<file path="src/inc/pfm_pkg.sv">
package pfm_pkg;
    localparam int          PFM_NPINS          = 8;
    localparam int          PFM_NFUNC_PINS     = 5;
    // byte address of the function-select register
    localparam logic [15:0] PFM_FSEL_ADDR      = 16'hf234;
    // per-pin drive and direction, gathered into registers at chosen offsets
    localparam logic [15:0] PFM_DRIVE_ADDR     = 16'hf238;
    localparam logic [15:0] PFM_DIR_ADDR       = 16'hf23c;
    localparam logic [15:0] PFM_DATA_ADDR      = 16'hf240;
    localparam logic [15:0] PFM_FSEL_RESET     = 16'h0000;
    localparam logic [15:0] PFM_DRIVE_RESET    = 16'h0000;
    localparam logic [7:0]  PFM_DIR_RESET      = 8'h00;
    localparam logic [7:0]  PFM_DATA_RESET     = 8'h00;
    localparam int          PFM_HI_BIT_OFFSET  = 8;
    // function codes
    localparam logic [1:0]  PFM_FN_GPIO        = 2'h0;
    localparam logic [1:0]  PFM_FN_SECOND      = 2'h1;
    localparam logic [1:0]  PFM_FN_THIRD       = 2'h2;
    localparam logic [1:0]  PFM_FN_FOURTH      = 2'h3;
    // drive codes
    localparam logic [1:0]  PFM_DRV_HIZ        = 2'h0;
    localparam logic [1:0]  PFM_DRV_PCH        = 2'h1;
    localparam logic [1:0]  PFM_DRV_NCH        = 2'h2;
    localparam logic [1:0]  PFM_DRV_CMOS       = 2'h3;
    localparam logic        PFM_DIR_OUT        = 1'b0;
endpackage

</file>
<file path="src/inc/pfm_pin_if.sv">
`timescale 1ns/1ps
`default_nettype none
// one pin's resolved source and configuration, fed to the pad cell
interface pfm_pin_if;
    logic       dir;
    logic [1:0] drive;
    logic       src_val;
    logic       src_oe;
    logic       forced_low;
    logic       pad_o;
    logic       pad_oe;
    logic       pull_up;
    logic       pull_dn;
    modport mux (output dir, drive, src_val, src_oe, forced_low, input pad_o, pad_oe, pull_up, pull_dn);
    modport pad (input dir, drive, src_val, src_oe, forced_low, output pad_o, pad_oe, pull_up, pull_dn);
endinterface
`default_nettype wire

</file>
<file path="src/rtl/pfm_pad_ctrl.sv">
`timescale 1ns/1ps
`default_nettype none
// turns a drive type and a wanted level into pad enable and pulls
module pfm_pad_ctrl
    import pfm_pkg::*;
(
    pfm_pin_if.pad p
);
    wire       is_out  = (p.dir == PFM_DIR_OUT);
    wire       lvl     = p.forced_low ? 1'b0 : p.src_val;
    wire       active  = p.forced_low | p.src_oe;
    wire       drv_hi  = (p.drive == PFM_DRV_PCH) | (p.drive == PFM_DRV_CMOS);
    wire       drv_lo  = (p.drive == PFM_DRV_NCH) | (p.drive == PFM_DRV_CMOS);
    // an open-drain type only ever drives its own level; the other level floats
    assign p.pad_o   = lvl;
    assign p.pad_oe  = is_out & active & (lvl ? drv_hi : drv_lo);
    assign p.pull_dn = ~is_out & (p.drive == PFM_DRV_PCH);
    assign p.pull_up = ~is_out & (p.drive == PFM_DRV_NCH);
endmodule
`default_nettype wire

</file>
<file path="src/rtl/pfm_port_mux.sv">
// Chosen here: register access over Wishbone.
`timescale 1ns/1ps
`default_nettype none
// Behaviour
// - output direction: drive 00 float, 01 p open drain, 10 n open drain, 11 push-pull.
// - input direction: drive 00 float, 01 pull-down, 10 pull-up, 11 float.
// - direction bit 0 selects output encoding, 1 selects input encoding.
// - function-select register at f234, reset 0000, byte and halfword writable.
// - pin n function code is bit n+8 high and bit n low.
// - code 00 gives gpio and external interrupt; reset state.
// - pin 0: 01 i2c0 data, 10 sync tx, 11 uart rx.
// - pin 1: 01 i2c0 clock, 10 sync rx, 11 uart tx.
// - pin 2: 01 prohibited, 10 sync clock, 11 timer output eight.
// - pin 3: 01 melody, 10 prohibited, 11 timer output nine.
// - pin 4: 01 i2c1 data, 10 fifo sync tx, 11 fifo uart rx.
// - prohibited code in output mode ignores data; float or forced low.
// - gpio output drives data bit; input mode reads back sampled pin.
module pfm_port_mux
    import pfm_pkg::*;
(
    // system
    input  wire logic                   clk_i,
    input  wire logic                   rst_i,
    // wishbone classic slave
    input  wire logic                   cyc_i,
    input  wire logic                   stb_i,
    input  wire logic                   we_i,
    input  wire logic [15:0]            adr_i,
    input  wire logic [3:0]             sel_i,
    input  wire logic [31:0]            dat_i,
    output logic      [31:0]            dat_o,
    output logic                        ack_o,
    // pads
    input  wire logic [PFM_NPINS-1:0]   pad_i,
    output logic      [PFM_NPINS-1:0]   pad_o,
    output logic      [PFM_NPINS-1:0]   pad_oe_o,
    output logic      [PFM_NPINS-1:0]   pull_up_o,
    output logic      [PFM_NPINS-1:0]   pull_dn_o,
    // external interrupt inputs, synchronised pin level
    output logic      [PFM_NPINS-1:0]   ext_irq_o,
    // peripheral outputs toward pins
    input  wire logic                   i2c_chan0_data_out_i,
    input  wire logic                   i2c_chan0_clock_out_i,
    input  wire logic                   i2c_chan1_data_out_i,
    input  wire logic                   sync_serial_tx_i,
    input  wire logic                   sync_serial_clk_out_i,
    input  wire logic                   sync_serial_clk_oe_i,
    input  wire logic                   uart_tx_pin_i,
    input  wire logic                   fifo_serial_tx_i,
    input  wire logic                   melody_buzzer_out_i,
    input  wire logic                   function_timer_out_eight_i,
    input  wire logic                   function_timer_out_nine_i,
    // pin levels toward peripherals
    output logic                        i2c_chan0_data_in_o,
    output logic                        i2c_chan0_clock_in_o,
    output logic                        i2c_chan1_data_in_o,
    output logic                        sync_serial_rx_o,
    output logic                        sync_serial_clk_in_o,
    output logic                        uart_rx_pin_o,
    output logic                        fifo_uart_rx_o
);
    import pfm_pkg::*;

    logic [15:0]          fsel_reg;
    logic [15:0]          drive_reg;
    logic [7:0]           dir_reg;
    logic [7:0]           data_reg;
    logic [PFM_NPINS-1:0] sync1_reg;
    logic [PFM_NPINS-1:0] sync2_reg;
    logic                 ack_reg;
    logic [31:0]          rdat_reg;

    // i2c pins are open drain: enable only while pulling low
    logic [PFM_NPINS-1:0] alt_val;
    logic [PFM_NPINS-1:0] alt_oe;
    logic [PFM_NPINS-1:0] prohib;
    logic [PFM_NPINS-1:0] gpio_sel;
    logic [PFM_NPINS-1:0] pad_o_w;
    logic [PFM_NPINS-1:0] pad_oe_w;
    logic [PFM_NPINS-1:0] pu_w;
    logic [PFM_NPINS-1:0] pd_w;

    function automatic logic [1:0] fcode(input logic [15:0] r, input int n);
        fcode = {r[n+PFM_HI_BIT_OFFSET], r[n]};
    endfunction

    function automatic logic [15:0] merge16(input logic [15:0] old, input logic [31:0] d, input logic [3:0] s);
        merge16 = {s[1] ? d[15:8] : old[15:8], s[0] ? d[7:0] : old[7:0]};
    endfunction

    // bus decode
    wire        req      = cyc_i & stb_i & ~ack_reg;
    // a write lands on the edge at which the master sees ack, with its data still held
    wire        wr       = cyc_i & stb_i & ack_reg & we_i;
    wire        hit_fsel = (adr_i == PFM_FSEL_ADDR);
    wire        hit_drv  = (adr_i == PFM_DRIVE_ADDR);
    wire        hit_dir  = (adr_i == PFM_DIR_ADDR);
    wire        hit_data = (adr_i == PFM_DATA_ADDR);
    // input mode reads the sampled pin, output mode reads the data register
    wire [7:0]  data_rd  = (dir_reg & sync2_reg) | (~dir_reg & data_reg);
    wire [31:0] rd_mux   = hit_fsel ? {16'h0000, fsel_reg} :
                           hit_drv  ? {16'h0000, drive_reg} :
                           hit_dir  ? {24'h000000, dir_reg} :
                           hit_data ? {24'h000000, data_rd} : 32'h00000000;

    wire [15:0] fsel_next  = (wr & hit_fsel) ? merge16(fsel_reg, dat_i, sel_i) : fsel_reg;
    wire [15:0] drive_next = (wr & hit_drv) ? merge16(drive_reg, dat_i, sel_i) : drive_reg;
    wire [7:0]  dir_next   = (wr & hit_dir & sel_i[0]) ? dat_i[7:0] : dir_reg;
    wire [7:0]  data_next  = (wr & hit_data & sel_i[0]) ? dat_i[7:0] : data_reg;

    always_ff @(posedge clk_i)
    begin
        if (rst_i)
        begin
            fsel_reg  <= PFM_FSEL_RESET;
            drive_reg <= PFM_DRIVE_RESET;
            dir_reg   <= PFM_DIR_RESET;
            data_reg  <= PFM_DATA_RESET;
            ack_reg   <= 1'b0;
            rdat_reg  <= 32'h00000000;
        end
        else
        begin
            fsel_reg  <= fsel_next;
            drive_reg <= drive_next;
            dir_reg   <= dir_next;
            data_reg  <= data_next;
            ack_reg   <= req;
            rdat_reg  <= req ? rd_mux : 32'h00000000;
        end
    end

    always_ff @(posedge clk_i)
    begin
        if (rst_i)
        begin
            sync1_reg <= '0;
            sync2_reg <= '0;
        end
        else
        begin
            sync1_reg <= pad_i;
            sync2_reg <= sync1_reg;
        end
    end

    // per-pin function routing
    wire [1:0] c0 = fcode(fsel_reg, 0);
    wire [1:0] c1 = fcode(fsel_reg, 1);
    wire [1:0] c2 = fcode(fsel_reg, 2);
    wire [1:0] c3 = fcode(fsel_reg, 3);
    wire [1:0] c4 = fcode(fsel_reg, 4);

    assign alt_val[0] = (c0 == PFM_FN_SECOND) ? i2c_chan0_data_out_i : sync_serial_tx_i;
    assign alt_oe[0]  = (c0 == PFM_FN_SECOND) ? ~i2c_chan0_data_out_i : (c0 == PFM_FN_THIRD);
    assign alt_val[1] = (c1 == PFM_FN_SECOND) ? i2c_chan0_clock_out_i : uart_tx_pin_i;
    assign alt_oe[1]  = (c1 == PFM_FN_SECOND) ? ~i2c_chan0_clock_out_i : (c1 == PFM_FN_FOURTH);
    assign alt_val[2] = (c2 == PFM_FN_THIRD) ? sync_serial_clk_out_i : function_timer_out_eight_i;
    assign alt_oe[2]  = (c2 == PFM_FN_THIRD) ? sync_serial_clk_oe_i : 1'b1;
    assign alt_val[3] = (c3 == PFM_FN_SECOND) ? melody_buzzer_out_i : function_timer_out_nine_i;
    assign alt_oe[3]  = 1'b1;
    assign alt_val[4] = (c4 == PFM_FN_SECOND) ? i2c_chan1_data_out_i : fifo_serial_tx_i;
    assign alt_oe[4]  = (c4 == PFM_FN_SECOND) ? ~i2c_chan1_data_out_i : (c4 == PFM_FN_THIRD);
    // function codes of pins 5 to 7 are not routed here; those pins stay gpio
    assign alt_val[7:5] = '0;
    assign alt_oe[7:5]  = '0;

    assign prohib[2]   = (c2 == PFM_FN_SECOND);
    assign prohib[3]   = (c3 == PFM_FN_THIRD);
    assign prohib[1:0] = '0;
    assign prohib[7:4] = '0;

    genvar g;
    generate
        for (g = 0; g < PFM_NPINS; g++)
        begin : g_pin
            pfm_pin_if pin ();
            if (g < PFM_NFUNC_PINS)
            begin : g_fn
                assign gpio_sel[g] = (fcode(fsel_reg, g) == PFM_FN_GPIO);
            end
            else
            begin : g_plain
                assign gpio_sel[g] = 1'b1;
            end
            assign pin.dir        = dir_reg[g];
            assign pin.drive      = {drive_reg[g+PFM_HI_BIT_OFFSET], drive_reg[g]};
            assign pin.forced_low = prohib[g] & ~gpio_sel[g];
            assign pin.src_val    = gpio_sel[g] ? data_reg[g] : alt_val[g];
            assign pin.src_oe     = gpio_sel[g] ? 1'b1 : alt_oe[g];
            pfm_pad_ctrl u_pad (
                .p (pin)
            );
            assign pad_o_w[g]  = pin.pad_o;
            assign pad_oe_w[g] = pin.pad_oe;
            assign pu_w[g]     = pin.pull_up;
            assign pd_w[g]     = pin.pull_dn;
        end
    endgenerate

    // registered outputs: pads change one cycle after configuration
    always_ff @(posedge clk_i)
    begin
        if (rst_i)
        begin
            pad_o     <= '0;
            pad_oe_o  <= '0;
            pull_up_o <= '0;
            pull_dn_o <= '0;
        end
        else
        begin
            pad_o     <= pad_o_w;
            pad_oe_o  <= pad_oe_w;
            pull_up_o <= pu_w;
            pull_dn_o <= pd_w;
        end
    end

    // receive paths: an unselected receiver sees an idle high line, so a
    // gpio toggling on the shared pin never looks like traffic to it
    wire                 i2c0_dat_in_w = (c0 == PFM_FN_SECOND) ? sync2_reg[0] : 1'b1;
    wire                 i2c0_clk_in_w = (c1 == PFM_FN_SECOND) ? sync2_reg[1] : 1'b1;
    wire                 i2c1_dat_in_w = (c4 == PFM_FN_SECOND) ? sync2_reg[4] : 1'b1;
    wire                 ser_rx_in_w   = (c1 == PFM_FN_THIRD) ? sync2_reg[1] : 1'b1;
    wire                 ser_clk_in_w  = (c2 == PFM_FN_THIRD) ? sync2_reg[2] : 1'b1;
    wire                 uart_rx_in_w  = (c0 == PFM_FN_FOURTH) ? sync2_reg[0] : 1'b1;
    wire                 fifo_rx_in_w  = (c4 == PFM_FN_FOURTH) ? sync2_reg[4] : 1'b1;
    // external interrupts only listen while the pin is in its primary function
    wire [PFM_NPINS-1:0] irq_in_w      = sync2_reg & gpio_sel;

    // pin levels toward peripherals, one register after the synchroniser;
    // the extra cycle of latency is the price of flip-flop outputs
    always_ff @(posedge clk_i)
    begin
        if (rst_i)
        begin
            ext_irq_o            <= '0;
            i2c_chan0_data_in_o  <= 1'b1;
            i2c_chan0_clock_in_o <= 1'b1;
            i2c_chan1_data_in_o  <= 1'b1;
            sync_serial_rx_o     <= 1'b1;
            sync_serial_clk_in_o <= 1'b1;
            uart_rx_pin_o        <= 1'b1;
            fifo_uart_rx_o       <= 1'b1;
        end
        else
        begin
            ext_irq_o            <= irq_in_w;
            i2c_chan0_data_in_o  <= i2c0_dat_in_w;
            i2c_chan0_clock_in_o <= i2c0_clk_in_w;
            i2c_chan1_data_in_o  <= i2c1_dat_in_w;
            sync_serial_rx_o     <= ser_rx_in_w;
            sync_serial_clk_in_o <= ser_clk_in_w;
            uart_rx_pin_o        <= uart_rx_in_w;
            fifo_uart_rx_o       <= fifo_rx_in_w;
        end
    end

    // bus outputs come straight from their registers
    assign dat_o = rdat_reg;
    assign ack_o = ack_reg;

    // checker helpers: configuration of every pin, split by drive code
    wire [PFM_NPINS-1:0] drv_c0_w      = drive_reg[7:0];
    wire [PFM_NPINS-1:0] drv_c1_w      = drive_reg[15:8];
    wire [PFM_NPINS-1:0] out_hiz_w     = ~dir_reg & ~drv_c1_w & ~drv_c0_w;
    wire [PFM_NPINS-1:0] in_pull_up_w  = dir_reg & drv_c1_w & ~drv_c0_w;
    wire [PFM_NPINS-1:0] in_pull_dn_w  = dir_reg & ~drv_c1_w & drv_c0_w;
    // prohibited code: n-channel and push-pull hold low, the rest float
    wire [PFM_NPINS-1:0] prohib_low_w  = prohib & ~dir_reg & drv_c1_w;
    wire [PFM_NPINS-1:0] prohib_hiz_w  = prohib & ~dir_reg & ~drv_c1_w;
endmodule
`default_nettype wire

</file>
<file path="config.mk">
export PLATFORM = sky130hd
export DESIGN_NAME = pfm_port_mux
export DESIGN_NICKNAME = d
export VERILOG_FILES = /design/src/inc/pfm_pkg.sv /design/src/inc/pfm_pin_if.sv /design/src/rtl/pfm_pad_ctrl.sv /design/src/rtl/pfm_port_mux.sv
export SDC_FILE = /design/constraint.sdc
export NUM_CORES = 1
export LEC_CHECK = 0
export BUFFER_PORTS_ARGS = -buffer_cell sky130_fd_sc_hd__buf_2
export CORE_MARGIN = 1
export CORE_UTILIZATION = 36
export DETAILED_ROUTE_END_ITERATION = 12
export GPL_TIMING_DRIVEN = 0
export PLACE_DENSITY = 0.7
export SYNTH_ARGS = -nofsm -noshare
export SYNTH_HDL_FRONTEND = slang
export SYNTH_HIERARCHICAL = 1
export SYNTH_SLANG_ARGS = --single-unit
</file>
<file path="constraint.sdc">
create_clock -name clk_i -period 2.7 [get_ports clk_i]
set_input_delay 0.135 -clock clk_i [delete_from_list [all_inputs] [get_ports clk_i]]
set_output_delay 0.135 -clock clk_i [all_outputs]
set_load 0.03 [all_outputs]
</file>
# Yosys cells after proc, flatten, opt, wreduce, memory -nomap -nowiden
# Cells that the tools add are included.
[word_totals]
ff_bits = 144
out_inout_bits = 80
word_cells = 198
[op_classes]
eq_ne = 41
muxes = 32
bitwise = 84
n_reduce_logical = 18
[op_table]
columns = ["cell", "n"]
rows = [
  ["equality test 16 bit, second input constant", 4],
  ["equality test 2 bit, second input constant", 24],
  ["bitwise AND 1 bit", 40],
  ["two-way mux 16 bit", 2],
  ["two-way mux 1 bit", 28],
  ["equality test 2 x 1 -> 1 bit, second input constant", 13],
  ["bitwise AND 8 bit", 3],
  ["inverter 1 bit", 22],
  ["OR 1 bit", 17],
  ["two-way mux 8 bit", 2],
  ["OR reduction 2 bit", 8],
  ["zero test 2 bit", 5],
  ["inverter 8 bit", 1],
  ["OR 8 bit", 1],
  ["AND reduction 2 bit", 4],
  ["OR reduction 5 bit", 1],
]

# Logic depth before layout (Yosys ltp)
[logic_depth]
word_depth = 7
ltp_mapped = 6
mapped_depth_nobuf = 5

# Hierarchy
# Netlist, hierarchy kept.
[by_module_without_submodules]
columns = ["mod", "instances", "cells_per_inst", "area_per_inst_um2", "seq_area_each_um2"]
rows = [
  ["pfm_port_mux", 1, 467, 4943.5, 2562.5],
  ["pfm_pad_ctrl", 8, 8, 51.3, 0.0],
]

# Worst setup path before layout
# OpenSTA, ideal clock, no wires.
[synth_timing]
path_type = "reg2reg"
start = "register ack_reg (netlist: ack_o)"
end = "register drive_reg[10]"
setup_ns = 0.119
t_arrival_ns = 1.582
required_ns = 2.581
setup_slack_ns = 0.999
stages_incl_launch_ff = 6
path_buffers = 1
cell_sequence = "dfxtp_1 and4_1 nand3_4 or3_1 buf_6 mux2i_1"
[synth_via]
elab_chain_len = 4
[synth_lines]
columns = ["item", "line_no", "text"]
rows = [
  ["start, declared", "pfm_port_mux.sv:70", "logic ack_reg;"],
  ["start signal, assigned", "pfm_port_mux.sv:128", "ack_reg <= req;"],
  ["bitwise AND 1 bit (2 in series)", "pfm_port_mux.sv:94", "wire wr = cyc_i & stb_i & ack_reg & we_i;"],
  ["bitwise AND 1 bit", "pfm_port_mux.sv:107", "wire [15:0] drive_next = (wr & hit_drv) ? merge16(drive_reg, dat_i, sel_i) : drive_reg;"],
  ["AND reduction 2 bit (no source line)", "-", ""],
  ["end signal, assigned", "pfm_port_mux.sv:125", "drive_reg <= drive_next;"],
  ["end, declared", "pfm_port_mux.sv:65", "logic [15:0] drive_reg;"],
]
# Every way passes these cells.
# A chain may end at the register's enable or synchronous reset.

# Worst setup path after layout
[layout_timing]
start = "register ack_reg (netlist: ack_o)"
end = "register rdat_reg[12] (netlist: dat_o[12])"
[layout_via]
elab_chain_len = 4
[layout_lines]
columns = ["item", "line_no", "text"]
rows = [
  ["inverter 1 bit", "pfm_port_mux.sv:92", "wire req = cyc_i & stb_i & ~ack_reg;"],
  ["bitwise AND 1 bit", "pfm_port_mux.sv:92", ""],
  ["inverter 1 bit (no source line)", "-", ""],
  ["OR reduction 2 bit (no source line)", "-", ""],
  ["end signal, assigned", "pfm_port_mux.sv:129", "rdat_reg <= req ? rd_mux : 32'h00000000;"],
  ["end, declared", "pfm_port_mux.sv:71", "logic [31:0] rdat_reg;"],
]
# Every way passes these cells.

==> impl_metrics.yaml <==
die:
  coreArea_sq_mm: 0.01453
  rows: 44
  dieArea_sq_mm: 0.01536
  ios: 156
  die-height_microns: 124.0
  initial_core_util_pct: 36.84
  die_x_microns: 124.0
min_path:
  hold_path_class: "in2reg"
clock_tree:
  clockRootBuffer: "clkbuf_16"
  path_clk_slew_ns: 0.06
  cts_tree: "done"
  clockBufferDepth: 2
  clock-sinks: 128
  htreeDepth: 4
  cts_made_buffers: 17
  clkLatencyLatePin_ns: 0.42
placement:
  gp_congestion: 0.8246
  port_buffers: 121
  place_hpwl_microns: 10120
  place_ws_ns: 0.8688
synthesis:
  yosys_warnings: 6
  synth-edff-count: 0
  synth_cells: 531
  synth.distinct_cells: 42
  ys.flop_type: "dfxtp_1"
  ys_seq_area_share_pct: 47.86
  async_flop_share_pct: 0
  ys_ff_latch: 128
  synth_area_per_cell_sq_um: 10.08
  syn-cell-area_sq_mm: 0.005354
timing:
  setup_tns_ns: 0
  rsz0062_at_grt: "false"
  drv_slew: 0
  finalSetupViolCount: 0
  worst_pin_slew_ns: 0.7588
  fin_crit_ns: 1.804
  fin_skew_ns: 0.007253
  relSlewSlack_pct: 49.41
  period_share_pct: 66.83
  setup_ws_ns: 0.8957
  hold_viol_final: 0
  max_freq_mhz: 554.2
detailed_routing:
  dr.max_layer_used: "met5"
  first_iter_violations: 357
  wl_met2_microns: 6723
  drc: 0
  antenna_left: 0
  dr_wl_met3_microns: 1082
  dr.pass1.iters: 5
  wl_per_cell_microns: 15.66
  wl_microns: 14510
  wl_met1_microns: 6427
  viasPerCell: 4.729
  vias: 4379
critical_path:
  worstPathCellList: "nor4bb_1, buf_2, nand2_1, nor3_2, a22o_1"
  slowest_stage: "nor3_2"
  crit_fanout: 10
  r2r_slack_ns: 0.90
  crit_type: "reg2reg"
  crit_path_start_kind: "register"
  cp_slowest_stage_delay_ns: 0.49
  cp.arrival_ns: 2.16
  cp.required_ns: 3.06
  critPathCaptureType: "register"
global_routing:
  overflow: 0
  grt_pass1_wl_microns: 22110
  grt_pass1_vias: 4110
  antenna_found_initial: 3
  gr-usage-all-layers_pct: 20.06
  grt_max_degree: 17
final_layout:
  drive_above_1_share_pct: 27.84
  final_common_cell: "dfxtp_1"
  fillers: 1379
  area_growth_pct: 33.47
  final_cell_mix: "128 x dfxtp_1, 124 x buf_2, 56 x nand2b_1, 53 x mux2i_1, 53 x nor2b_1"
  fin_nets: 803
power_and_ir_drop:
  ir_drop_v: 0.0004368
  power_density_mw_per_mm2: 646.9
  p_leak_nw: 3.165
job:
  drv_cap: 0
outcome:
  status: "complete, no violations"
## synth_stat cells, types with 3 or more instances
cell type,n,area share [%]
dfxtp_1,128,48
nand2b_1,56,6.5
mux2i_1,53,9.9
nor2b_1,53,6.2
nand2_1,27,1.9
o21ai_0,23,2.2
nand3_1,19,1.8
buf_4,18,2.5
clkbuf_1,15,1.1
nor2_1,14,0.98
nand3b_1,11,1.5
and3b_1,9,1.5
nand4b_1,9,1.5
a211oi_1,8,1.1
a21oi_1,8,0.75
a22o_1,8,1.3
a31oi_1,8,0.93
and2b_2,8,1.3
nor3_1,8,0.75
o221a_2,8,1.7
or3_1,6,0.70
nor4b_1,5,0.82
buf_6,4,0.84
buf_2,3,0.28
## path summary, 6_finish.rpt
path,from,cells past startpoint,endpoint
worst max-delay path,ack_o,5,dat_o[12]
worst min-delay path,dat_i[7],3,dir_reg[7]
worst max register to register,ack_o,5,dat_o[12]
worst min register to register,sync1_reg[4],1,sync2_reg[4]
## logic make-up after synthesis
family / share of synthesized area [%]
flops: 47.86
mux: 10.12
other cells: 0.1403
simple gates: 29.07
buf+inv: 4.861
compound gates: 7.946
## area by class of cell
type                    count  area (sq um)  area share, %
diodes                      2         5.005        0.07004
plain buffers              41         256.5          3.590
clock buffers              22         484.2          6.776
clock inverters            10         156.4          2.189
inverters                   1         3.754        0.05253
multi-input cells         401          2681          37.52
flip-flops and latches    128          2562          35.86
well taps                 184         230.2          3.222
repair buffers            137         765.7          10.72
## critical path, delay by kind of cell (launching register included)
family | cells | cell delay [ns]
and+or+nand+nor | 3 | 0.88
DFF | 1 | 0.31
buffers and inverters | 1 | 0.30
AOI/OAI and AO/OA | 1 | 0.25
## repair_timing
action                                 in CTS  in global routing
resized for setup                           0                  0
buffers inserted                            0                  0
hold buffers                               16                  0
endpoints found under the hold margin      21                  0
## where the power goes
part / internal (mW) / switching, mW
Clock: 1.64 / 0.832
Combinational: 0.101 / 0.141
Sequential: 1.90 / 0.00624
Total: 3.64 / 0.980
## layer usage
layer / vias to the layer above / GRT usage, %
li1: 2194 / -
met2: 147 / 31.01
met1: 2012 / 25.48
met3: 24 / 6.502
met4: 2 / 8.780
met5: - / 0
## metrics by stage
step                hold WS [ns]  total power, mW  cells  utilization [%]  instance area [sq um]
floorplan                 0.2632            2.083    571                -                   5504
global placement          0.3476            2.172    876            43.62                   6340
detailed placement        0.3476            2.173    876            43.62                   6340
CTS                      0.05283            4.645    924            49.13                   7141
global route             0.07806            4.767    925            49.15                   7143
finish                   0.06737            4.623    926            49.16                   7146
Power figures use the tool's default switching activity.
